==> config.mk <==
export PLATFORM = sky130hd
export DESIGN_NAME = smc_modem_pins
export DESIGN_NICKNAME = d
export VERILOG_FILES = /design/src/rtl/smc_pkg.sv /design/src/rtl/smc_sync.sv /design/src/rtl/smc_modem_pins.sv
export SDC_FILE = /design/constraint.sdc
export NUM_CORES = 1
export LEC_CHECK = 0
export ABC_AREA = 1
export BUFFER_PORTS_ARGS = -buffer_cell sky130_fd_sc_hd__buf_2
export CORE_ASPECT_RATIO = 0.8
export CORE_UTILIZATION = 45
export CTS_BUF_LIST = sky130_fd_sc_hd__clkbuf_8
export DETAILED_ROUTE_END_ITERATION = 7
export PLACE_DENSITY_LB_ADDON = 0.2
export SYNTH_ARGS = -nofsm -noshare
export SYNTH_HDL_FRONTEND = slang
export SYNTH_SLANG_ARGS = --single-unit
==> constraint.sdc <==
create_clock -name core_clk -period 2 [get_ports core_clk]
set_clock_uncertainty 0.15 [all_clocks]
set_input_delay 0.5 -clock core_clk [delete_from_list [all_inputs] [get_ports core_clk]]
set_output_delay 0.5 -clock core_clk [all_outputs]
set_load 0.005 [all_outputs]
==> src/rtl/smc_pkg.sv <==
/*
 * smc_pkg: constants, register map and carrier types for the serial
 * modem-control pin block.
 * Assumes: a 32-bit APB slave with byte addresses in an 8-bit paddr.
 */
package smc_pkg;

   // ************************************************************
   // bus geometry
   // ************************************************************
   localparam int          ADDR_W     = 8;
   localparam int          DATA_W     = 32;
   localparam int          MCR_W      = 8;
   localparam int          LINE_W     = 4;

   // ************************************************************
   // register offsets (byte addresses)
   // ************************************************************
   localparam logic [7:0]  OFF_MCR    = 8'h00;   // modem_control_register
   localparam logic [7:0]  OFF_MSR    = 8'h04;   // modem_status_register
   localparam logic [7:0]  OFF_EVT    = 8'h08;   // sticky event status, read only
   localparam logic [7:0]  OFF_CLR    = 8'h0c;   // event clear, write only
   localparam logic [7:0]  OFF_ENA    = 8'h10;   // event interrupt enable
   localparam logic [7:0]  OFF_STRAP  = 8'h14;   // strap values, read only

   // ************************************************************
   // reset values and field positions
   // ************************************************************
   localparam logic [MCR_W-1:0]  MCR_RESET   = 8'h00;
   localparam logic [LINE_W-1:0] LINE_RESET  = 4'h0;
   localparam logic [LINE_W-1:0] EVT_RESET   = 4'h0;
   localparam logic [LINE_W-1:0] ENA_RESET   = 4'h0;
   localparam logic [1:0]        STRAP_RESET = 2'h0;
   localparam int                MSR_LINE_LSB = 4;   // live line states in MODEM_STATUS_REGISTER
   localparam int                STRAP_ON_BIT = 2;   // drivers-enabled flag

   // synchroniser lanes: idle pins high, host-bus reset held asserted
   localparam int          SYNC_W     = 7;
   localparam logic [6:0]  SYNC_RESET = 7'h3f;
   localparam int          LN_CTS     = 0;
   localparam int          LN_DSR     = 1;
   localparam int          LN_RI      = 2;
   localparam int          LN_DCD     = 3;
   localparam int          LN_DTR_IN  = 4;
   localparam int          LN_RTS_IN  = 5;
   localparam int          LN_LRESET  = 6;

   // ************************************************************
   // carrier types
   // ************************************************************
   typedef struct packed {
      logic [1:0] spare;
      logic       brk;    // force serial_data_out to space outside loopback
      logic       loop;   // loopback mode
      logic       out2;
      logic       out1;
      logic       rts;
      logic       dtr;
   } smc_mcr_type;

   // active-high modem line states; also the event layout
   typedef struct packed {
      logic dcd;
      logic ri;
      logic dsr;
      logic cts;
   } smc_lines_type;

endpackage : smc_pkg

==> src/rtl/smc_sync.sv <==
/*
 * smc_sync: three-stage input synchroniser with agreement filter.
 * Assumes: inputs asynchronous to core_clk; srst synchronous active high.
 */
`timescale 1ns/1ps
module smc_sync #(
   parameter int           W       = 1,
   parameter logic [W-1:0] RST_VAL = '0
) (
   input  wire logic         core_clk,
   input  wire logic         srst,
   input  wire logic [W-1:0] raw,
   output logic      [W-1:0] stable
);

   logic [W-1:0] s1_reg;
   logic [W-1:0] s2_reg;
   logic [W-1:0] s3_reg;
   logic [W-1:0] stable_reg;
   logic [W-1:0] stable_next;

   // a lane changes only once stages two and three agree
   always_comb begin
      stable_next = stable_reg;
      for (int i = 0; i < W; i++) begin
         if (s2_reg[i] == s3_reg[i]) begin
            stable_next[i] = s3_reg[i];
         end
      end
   end

   // s1 feeds s2 only, to keep metastability out of the filter
   always_ff @(posedge core_clk) begin
      if (srst) begin
         s1_reg     <= RST_VAL;
         s2_reg     <= RST_VAL;
         s3_reg     <= RST_VAL;
         stable_reg <= RST_VAL;
      end else begin
         s1_reg     <= raw;
         s2_reg     <= s1_reg;
         s3_reg     <= s2_reg;
         stable_reg <= stable_next;
      end
   end

   assign stable = stable_reg;

endmodule : smc_sync

==> src/rtl/smc_modem_pins.sv <==
/*
 * smc_modem_pins: modem control and status pin logic of serial port one,
 * with strap capture on the shared terminal-ready and request-to-send pins.
 * Assumes: APB master on core_clk (25 MHz); modem pins and lreset_n are
 * asynchronous; pad logic merges the _o / _oe_n / _i triples onto pins.
 */
// Implementation choices: the APB interface to the registers and the address map.
// Functional notes
// RULE_01 - low carrier detect reads as carrier present
// RULE_02 - low ring indicator reads as ring received
// RULE_03 - low clear-to-send reads as modem accepting data
// RULE_04 - low data-set-ready reads as modem ready
// RULE_05 - control bit set drives terminal-ready low
// RULE_06 - terminal-ready inactive after reset and in loopback
// RULE_07 - control bit set drives request-to-send low
// RULE_08 - request-to-send inactive after reset and in loopback
// RULE_09 - terminal-ready pin input during host reset, strap a
// RULE_10 - request-to-send pin input during host reset, strap b
// RULE_11 - serial data output marks high after reset
// RULE_12 - latch straps at host reset release, then drive
`timescale 1ns/1ps
module smc_modem_pins
   import smc_pkg::*;
(
   input  wire logic              core_clk,
   input  wire logic              srst,
   // apb slave
   input  wire logic              psel,
   input  wire logic              penable,
   input  wire logic              pwrite,
   input  wire logic [ADDR_W-1:0] paddr,
   input  wire logic [DATA_W-1:0] pwdata,
   output logic      [DATA_W-1:0] prdata,
   output logic                   pready,
   output logic                   pslverr,
   // modem status inputs
   input  wire logic              carrier_detect_n,
   input  wire logic              ring_indicator_n,
   input  wire logic              clear_to_send_n,
   input  wire logic              data_set_ready_n,
   // shared control / strap pins
   input  wire logic              terminal_ready_n_i,
   output logic                   terminal_ready_n_o,
   output logic                   terminal_ready_n_oe_n,
   input  wire logic              request_to_send_n_i,
   output logic                   request_to_send_n_o,
   output logic                   request_to_send_n_oe_n,
   // host-bus reset and misc
   input  wire logic              lreset_n,
   output logic                   serial_data_out,
   output logic                   strap_option_a,
   output logic                   strap_option_b,
   output logic                   irq
);

   // ************************************************************
   // input synchronisation
   // ************************************************************
   logic [SYNC_W-1:0] pins_raw;
   logic [SYNC_W-1:0] pins_sync;

   // every external level goes through one shared filter bank
   assign pins_raw = {lreset_n, request_to_send_n_i, terminal_ready_n_i,
                      carrier_detect_n, ring_indicator_n,
                      data_set_ready_n, clear_to_send_n};

   smc_sync #(
      .W       (SYNC_W),
      .RST_VAL (SYNC_RESET)
   ) u_sync (
      .core_clk (core_clk),
      .srst     (srst),
      .raw      (pins_raw),
      .stable   (pins_sync)
   );

   // ************************************************************
   // apb decode
   // ************************************************************
   logic setup_ph;
   logic wr_acc;
   logic addr_ok;

   // zero wait states: every access completes in its first access cycle
   assign pready   = 1'b1;
   assign setup_ph = psel & ~penable;
   assign wr_acc   = psel & penable & pwrite;

   always_comb begin
      case (paddr)
         OFF_MCR, OFF_MSR, OFF_EVT, OFF_CLR, OFF_ENA, OFF_STRAP: addr_ok = 1'b1;
         default: addr_ok = 1'b0;
      endcase
   end

   // ************************************************************
   // control, enable and event state
   // ************************************************************
   smc_mcr_type                mcr_reg;
   smc_mcr_type                mcr_next;
   logic       [LINE_W-1:0]    ena_reg;
   logic       [LINE_W-1:0]    ena_next;
   logic       [LINE_W-1:0]    evt_reg;
   logic       [LINE_W-1:0]    evt_next;
   smc_lines_type              lines_reg;
   smc_lines_type              lines_now;
   smc_lines_type              lines_evt;
   logic       [LINE_W-1:0]    clr_mask;
   logic                       irq_reg;
   logic                       irq_next;

   // live line states; loopback feeds the control bits back instead
   always_comb begin
      if (mcr_reg.loop) begin
         lines_now.cts = mcr_reg.rts;
         lines_now.dsr = mcr_reg.dtr;
         lines_now.ri  = mcr_reg.out1;
         lines_now.dcd = mcr_reg.out2;
      end else begin
         lines_now.cts = ~pins_sync[LN_CTS];            // [RULE_03]
         lines_now.dsr = ~pins_sync[LN_DSR];            // [RULE_04]
         lines_now.ri  = ~pins_sync[LN_RI];             // [RULE_02]
         lines_now.dcd = ~pins_sync[LN_DCD];            // [RULE_01]
      end
   end

   // change events; ring counts only on its trailing edge
   always_comb begin
      lines_evt.cts = lines_now.cts ^ lines_reg.cts;
      lines_evt.dsr = lines_now.dsr ^ lines_reg.dsr;
      lines_evt.ri  = lines_reg.ri & ~lines_now.ri;
      lines_evt.dcd = lines_now.dcd ^ lines_reg.dcd;
   end

   // register writes; a new event beats a clear in the same cycle
   always_comb begin
      mcr_next = mcr_reg;
      ena_next = ena_reg;
      clr_mask = '0;
      if (wr_acc) begin
         case (paddr)
            OFF_MCR: mcr_next = smc_mcr_type'(pwdata[MCR_W-1:0]);
            OFF_ENA: ena_next = pwdata[LINE_W-1:0];
            OFF_CLR: clr_mask = pwdata[LINE_W-1:0];
            default: mcr_next = mcr_reg;
         endcase
      end
      evt_next = (evt_reg & ~clr_mask) | lines_evt;
      irq_next = |(evt_reg & ena_reg);
   end

   always_ff @(posedge core_clk) begin
      if (srst) begin
         mcr_reg   <= smc_mcr_type'(MCR_RESET);
         ena_reg   <= ENA_RESET;
         evt_reg   <= EVT_RESET;
         lines_reg <= smc_lines_type'(LINE_RESET);
         irq_reg   <= 1'b0;
      end else begin
         mcr_reg   <= mcr_next;
         ena_reg   <= ena_next;
         evt_reg   <= evt_next;
         lines_reg <= lines_now;
         irq_reg   <= irq_next;
      end
   end

   assign irq = irq_reg;

   // ************************************************************
   // strap capture and shared pin drivers
   // ************************************************************
   logic [1:0] strap_reg;
   logic [1:0] strap_next;
   logic       drv_on_reg;
   logic       drv_on_next;
   logic       host_rst;

   assign host_rst = ~pins_sync[LN_LRESET];

   // sample every cycle of host reset and once more on the release edge:
   // after srst the pin lanes refill together with the host-reset lane, so
   // the last in-reset sample would still hold the filter's reset level;
   // drivers open one edge later, after the value is frozen
   always_comb begin
      strap_next  = strap_reg;
      drv_on_next = ~host_rst;                          // [RULE_12]
      if (host_rst | ~drv_on_reg) begin
         strap_next[0] = pins_sync[LN_DTR_IN];          // [RULE_09]
         strap_next[1] = pins_sync[LN_RTS_IN];          // [RULE_10]
      end
   end

   always_ff @(posedge core_clk) begin
      if (srst) begin
         strap_reg  <= STRAP_RESET;
         drv_on_reg <= 1'b0;
      end else begin
         strap_reg  <= strap_next;
         drv_on_reg <= drv_on_next;
      end
   end

   assign strap_option_a = strap_reg[0];
   assign strap_option_b = strap_reg[1];

   // ************************************************************
   // pin output levels
   // ************************************************************
   logic dtr_o_reg;
   logic dtr_o_next;
   logic rts_o_reg;
   logic rts_o_next;
   logic oe_n_reg;
   logic oe_n_next;
   logic sout_reg;
   logic sout_next;

   // loopback forces the handshake outputs and the data line idle
   always_comb begin
      dtr_o_next = ~(mcr_reg.dtr & ~mcr_reg.loop);      // [RULE_05] [RULE_06]
      rts_o_next = ~(mcr_reg.rts & ~mcr_reg.loop);      // [RULE_07] [RULE_08]
      oe_n_next  = ~drv_on_reg;                         // [RULE_09] [RULE_10]
      sout_next  = ~(mcr_reg.brk & ~mcr_reg.loop);
   end

   // reset leaves both lines inactive, undriven, and the data line marking
   always_ff @(posedge core_clk) begin
      if (srst) begin
         dtr_o_reg <= 1'b1;                             // [RULE_06]
         rts_o_reg <= 1'b1;                             // [RULE_08]
         oe_n_reg  <= 1'b1;
         sout_reg  <= 1'b1;                             // [RULE_11]
      end else begin
         dtr_o_reg <= dtr_o_next;
         rts_o_reg <= rts_o_next;
         oe_n_reg  <= oe_n_next;
         sout_reg  <= sout_next;
      end
   end

   assign terminal_ready_n_o     = dtr_o_reg;
   assign request_to_send_n_o    = rts_o_reg;
   assign terminal_ready_n_oe_n  = oe_n_reg;
   assign request_to_send_n_oe_n = oe_n_reg;
   assign serial_data_out        = sout_reg;

   // ************************************************************
   // read data
   // ************************************************************
   logic [DATA_W-1:0] rdata_reg;
   logic [DATA_W-1:0] rdata_next;
   logic              err_reg;
   logic              err_next;

   // captured in the setup cycle so prdata comes straight from flops
   always_comb begin
      rdata_next = rdata_reg;
      err_next   = err_reg;
      if (setup_ph) begin
         rdata_next = '0;
         err_next   = ~addr_ok;
         case (paddr)
            OFF_MCR: rdata_next[MCR_W-1:0] = mcr_reg;
            OFF_MSR: begin
               rdata_next[LINE_W-1:0] = evt_reg;
               rdata_next[MSR_LINE_LSB +: LINE_W] = lines_now;   // [RULE_01] [RULE_02]
            end
            OFF_EVT: rdata_next[LINE_W-1:0] = evt_reg;
            OFF_ENA: rdata_next[LINE_W-1:0] = ena_reg;
            OFF_STRAP: begin
               rdata_next[1:0]          = strap_reg;
               rdata_next[STRAP_ON_BIT] = drv_on_reg;
            end
            default: rdata_next = '0;
         endcase
      end
   end

   always_ff @(posedge core_clk) begin
      if (srst) begin
         rdata_reg <= '0;
         err_reg   <= 1'b0;
      end else begin
         rdata_reg <= rdata_next;
         err_reg   <= err_next;
      end
   end

   // only meaningful in the access phase; zero otherwise
   assign prdata  = (psel & penable & ~pwrite) ? rdata_reg : '0;
   assign pslverr = psel & penable & err_reg;

endmodule : smc_modem_pins

==> impl_metrics.json, run 1 <==
{
  "globalplace.congestion": 0.7922,
  "initial_utilization_pct": 47.37,
  "fin_tns_setup_ps": 0,
  "cp_slowest_cell": "nand3_1",
  "htree_levels": 3,
  "avgSynthCellArea_um2": 7.995,
  "outcome": "completed",
  "dp_hpwl_um": 3759,
  "layout.cells.non_filler": 487,
  "synthMostInstantiatedCell": "dfxtp_1",
  "vias": 2157,
  "cp_common_cell": "buf_2",
  "antenna_found_initial": 0,
  "drive_gt1_share_pct": 29.56,
  "synth.distinct_cells": 28,
  "async_reset_ff_share_pct": 0,
  "rows": 25,
  "cts_sinks": 65,
  "synth_top_area_cell": "dfxtp_1",
  "required_ps": 1350,
  "ys_ff_latch": 65,
  "hold_viol_final": 0,
  "yosysSeqAreaShare_pct": 45.98,
  "coreArea_um2": 5974,
  "area_growth_pct": 14.77,
  "clkSlewWorstSetupHoldPaths_ps": 60,
  "gr-usage-all-layers_pct": 16.80,
  "antenna_cells": 0,
  "yosys.area.top_type_share_pct": 45.98,
  "drv_cap": 0,
  "postCtsSetupBuffers": 0,
  "start_kind": "input port",
  "critPathMaxFanout": 8,
  "final_max_slew_viol_count": 0,
  "fmax_ghz": 0.5446,
  "cts_resized": 0,
  "drt_iter0_drc": 89,
  "power_per_cell_area_nw_per_um2": 804.9,
  "grt_max_degree": 27,
  "synth.area.top_cells": "dfxtp_1 (46%), nand2_1 (8.2%), buf_4 (7.2%)",
  "grt_first_pass_wirelength_um": 8556,
  "total_power_mw": 2.614,
  "hp-class": "in -> reg",
  "regArea_um2": 1301,
  "drc_errors": 0,
  "rsz0062_at_grt": "no",
  "postRouteAntennaNets": 0,
  "postCtsHoldBufs": 0,
  "numPortBuffers": 44,
  "synthCells": 354,
  "setup_viol_count_final": 0,
  "synth-edff-count": 0,
  "tightest_slew_ps": 500.2,
  "clockBufferDepth": 2,
  "netlist_area_um2": 2830,
  "slowest_delay_ps": 230,
  "synthTopCellsByCount": "dfxtp_1 (65), nand2_1 (62), nor2_1 (35)",
  "crit_chain": "buf_2, inv_1, nand3_1, nor2_1, buf_2",
  "cts_root_buffer": "clkbuf_8",
  "cp_data_arrival_time_ps": 1190,
  "fin_nets": 453,
  "overflow": 0,
  "post-route-period-util_pct": 91.81,
  "drtPass1Iterations": 4,
  "totalWireLength_um": 5045,
  "fin_crit_ps": 1836,
  "slew_headroom_pct": 66.62,
  "leakagePower_nw": 1.434,
  "design_area_um2": 3248,
  "io_pins": 94,
  "critical_path_class": "in -> out",
  "multi_input_area_um2": 1236,
  "cts_tree": "done",
  "worst_skew_pair.late_latency_ps": 330,
  "numCtsBuffers": 9,
  "dp_cells": 471,
  "endpoint_kind": "primary output",
  "viasPerCell": 4.429,
  "die_h_um": 72.94,
  "die_area_um2": 6613,
  "wl_per_cell_um": 10.36,
  "die_w_um": 90.67,
  "grt_pass1_vias": 1939,
  "n_fill_cell": 608,
  "ys_warn_count": 0,
  "synth_ff_type": "dfxtp_1",
  "placed_area_um2": 3040,
  "ir_drop_mv": 0.5729
}
[layer usage]
metal  global-route usage, %  routed length (µm)  up-vias  part of all wire, %
met1                   19.24                2459      944                   49
met5                       0                   0        -                    0
li1                        -                   -     1156                    -
met3                   6.042                 256       11                  5.1
met4                   8.065                  94        0                  1.9
met2                   28.28                2234       46                   44
[cells in the final DEF, fill, tap and decap left out, types with 6 or more instances in the layout]
cell type	n
dfxtp_1	65
nand2_1	62
buf_2	44
nor2_1	35
inv_1	29
conb_1	25
a21oi_1	22
nand3_1	20
or2_2	18
o21ai_1	12
clkbuf_8	12
o21ai_0	9
inv_2	8
nand2_2	7
nand3_2	6
[final cells by class]
| class | count | area share [%] |
|---|---|---|
| Inverter | 35 | 4.045 |
| Sequential cell | 65 | 40.06 |
| Tap cell | 81 | 3.120 |
| Timing Repair Buffer | 49 | 8.320 |
| Clock inverter | 4 | 1.310 |
| Multi-Input combinational cell | 241 | 38.06 |
| Clock buffer | 12 | 5.085 |
[final timing paths]
path                     from               end  slack (ps)  depth (start not counted)
max                    pwrite         prdata[2]         160                          5
min          data_set_ready_n  u_sync.s1_reg[1]         190                          2
max reg2reg        mcr_reg[4]      rdata_reg[4]         680                          6
min reg2reg  u_sync.s1_reg[4]  u_sync.s2_reg[4]         260                          1
[where the power goes]
part           internal, mW  switching, mW  total (mW)
registers              1.32         0.0112        1.33
logic                0.0629         0.0974       0.160
clock network         0.667          0.456        1.12
[critical path, delay by kind of cell]
kind	cells	cell delay, ps
buf+inv	3	290
simple gates	2	390
[metrics by stage]
stage	utilization [%]	setup WS, ps	hold WS [ps]
2_1_floorplan	-	462.8	229.6
3_3_place_gp	50.89	159.3	242.1
3_5_place_dp	50.89	133.3	242.8
4_1_cts	54.37	130.8	181.0
5_1_grt	54.37	62.18	177.6
6_report	54.37	163.8	194.4
[kinds of logic (layout without fill, tap and decap cells)]
kind of cell / Yosys count / in the layout / share of synthesized area, %
simple gates: 159 / 159 / 28.03
buf+inv: 71 / 100 / 13.40
flops: 65 / 65 / 45.98
compound gates: 54 / 54 / 11.41
xor+xnor: 3 / 3 / 0.9286
other cells: 2 / 25 / 0.2654
(Power assumes the default switching activity.)
==> inputs of run 2 (changes only) <==
- PLACE_DENSITY: default -> 0.79
- PLACE_DENSITY_LB_ADDON: 0.2 -> default
- clock period: 2 -> 2.2 ns (I/O delays scaled with it)
==> run 2 against run 1 <==
Net effect: sequential power shrank 9%; power shrank 11%; via count up 3.2%; final cell count is 0.21% lower; sequential cell count did not move; critical path depth stayed put; sequential share of layout area rose by 0.41 points; wire length grew 2.6%; combinational power is 11% lower.
==> impl_metrics.json, run 2 (synthesis gave the netlist of run 1 again) <==
{
  "final_cell_mix": "dfxtp_1 (65), nand2_1 (62), buf_2 (44)",
  "cts_tree": "done",
  "setup_viol_count_final": 0,
  "clkSlewWorstSetupHoldPaths_ps": 70,
  "cts_resized": 0,
  "antenna_found_initial": 0,
  "die_area_um2": 6613,
  "layout.cells.non_filler": 486,
  "slew_headroom_pct": 66.06,
  "dp_hpwl_um": 3885,
  "drive_gt1_share_pct": 29.88,
  "endpoint_kind": "primary output",
  "area_growth_pct": 13.62,
  "leakagePower_nw": 1.400,
  "initial_utilization_pct": 47.37,
  "postCtsSetupBuffers": 0,
  "power_per_cell_area_nw_per_um2": 725.6,
  "n_fill_cell": 567,
  "io_pins": 94,
  "fmax_ghz": 0.5199,
  "cp_data_arrival_time_ps": 1220,
  "htree_levels": 3,
  "worst_skew_pair.late_latency_ps": 350,
  "cp_common_cell": "buf_2",
  "coreArea_um2": 5974,
  "drt_iter0_drc": 70,
  "grt_first_pass_wirelength_um": 8742,
  "die_h_um": 72.94,
  "crit_family": "simple AND/OR/NAND/NOR gates",
  "post-route-period-util_pct": 87.43,
  "dp_cells": 470,
  "crit_buf_inv": 3,
  "rsz0062_at_grt": "no",
  "final_max_slew_viol_count": 0,
  "drv_cap": 0,
  "crit_chain": "buf_2, inv_1, nand3_1, nor2_1, buf_2",
  "totalWireLength_um": 5178,
  "ir_drop_mv": 0.4549,
  "slowest_delay_ps": 220,
  "viasPerCell": 4.582,
  "wl_per_cell_um": 10.65,
  "critical_path_class": "in -> out",
  "hold_viol_final": 0,
  "tightest_slew_ps": 508.5,
  "numCtsBuffers": 9,
  "postCtsHoldBufs": 0,
  "die_w_um": 90.67,
  "rows": 25,
  "numPortBuffers": 44,
  "overflow": 0,
  "globalplace.congestion": 0.9051,
  "fin_crit_ps": 1923,
  "grt_pass1_vias": 2036,
  "clockBufferDepth": 2,
  "layout_commonest_cell": "dfxtp_1",
  "cts_sinks": 65,
  "vias": 2227,
  "gr-usage-all-layers_pct": 17.08,
  "drc_errors": 0,
  "cp_slowest_cell": "nand3_1",
  "start_kind": "input port",
  "critPathMaxFanout": 8,
  "outcome": "completed",
  "postRouteAntennaNets": 0,
  "hp-class": "in -> reg",
  "drtPass1Iterations": 4,
  "grt_max_degree": 40,
  "antenna_cells": 0,
  "cts_root_buffer": "clkbuf_8",
  "fin_nets": 452,
  "fin_tns_setup_ps": 0,
  "required_ps": 1500
}
-- run 2: changes by cell type in the layout (fill, tap and decap cells not counted), sizes merged --
cell,change
buf,-1
clkbuf,-3
clkinv,+2
clkinvlp,+3
inv,-2
-- run 2: routing by layer --
metal | GRT usage [%] | wire (µm) | up-vias
li1 | - | - | 1155
met1 | 18.95 | 2329 | 1010
met2 | 30.64 | 2540 | 55
met3 | 6.771 | 270 | 7
met4 | 4.839 | 38 | 0
met5 | 0 | 0 | -
-- run 2: area by class of cell --
type	count	area (µm²)	share of cell area [%]
sequential	65	1301	40.47
multi-input combinational	241	1236	38.44
timing repair buffer	48	250.2	7.782
inverter	35	131.4	4.086
clock buffer	9	123.9	3.852
tap	81	101.3	3.152
clock inverter	7	71.32	2.218
-- run 2: worst reg2reg max path, stage by stage, from the launching register on --
cell and delay (ps):
dfxtp_1 590, nand2_1 130, o21ai_2 110, nand2_1 100, nand3_2 80, o211ai_2 80
inv_2 60
-- run 2: power breakdown --
group | leakage, nW | switching [mW] | internal [mW]
registers | 0.530 | 0.0103 | 1.20
logic | 0.779 | 0.0887 | 0.0540
clock network | 0.0912 | 0.461 | 0.519
-- run 2: final timing paths --
kind,start,to,slack (ps),depth (start not counted)
hold reg to reg,u_sync.s1_reg[2],u_sync.s2_reg[2],260,1
setup reg to reg,mcr_reg[4],rdata_reg[4],840,6
setup / recovery,pwrite,prdata[2],280,5
hold / removal,terminal_ready_n_i,u_sync.s1_reg[4],230,2
-- run 2: stage by stage --
step	utilization, %	instance area [µm²]	hold WS, ps	total power [mW]	setup WS, ps
floorplan	-	2917	229.6	1.359	562.8
global placement	50.56	3020	242.1	1.374	252.0
detailed placement	50.56	3020	242.3	1.379	247.8
CTS	53.82	3216	213.9	2.358	243.8
global route	53.82	3216	222.8	2.433	120.2
finish	53.82	3216	232.5	2.333	276.5
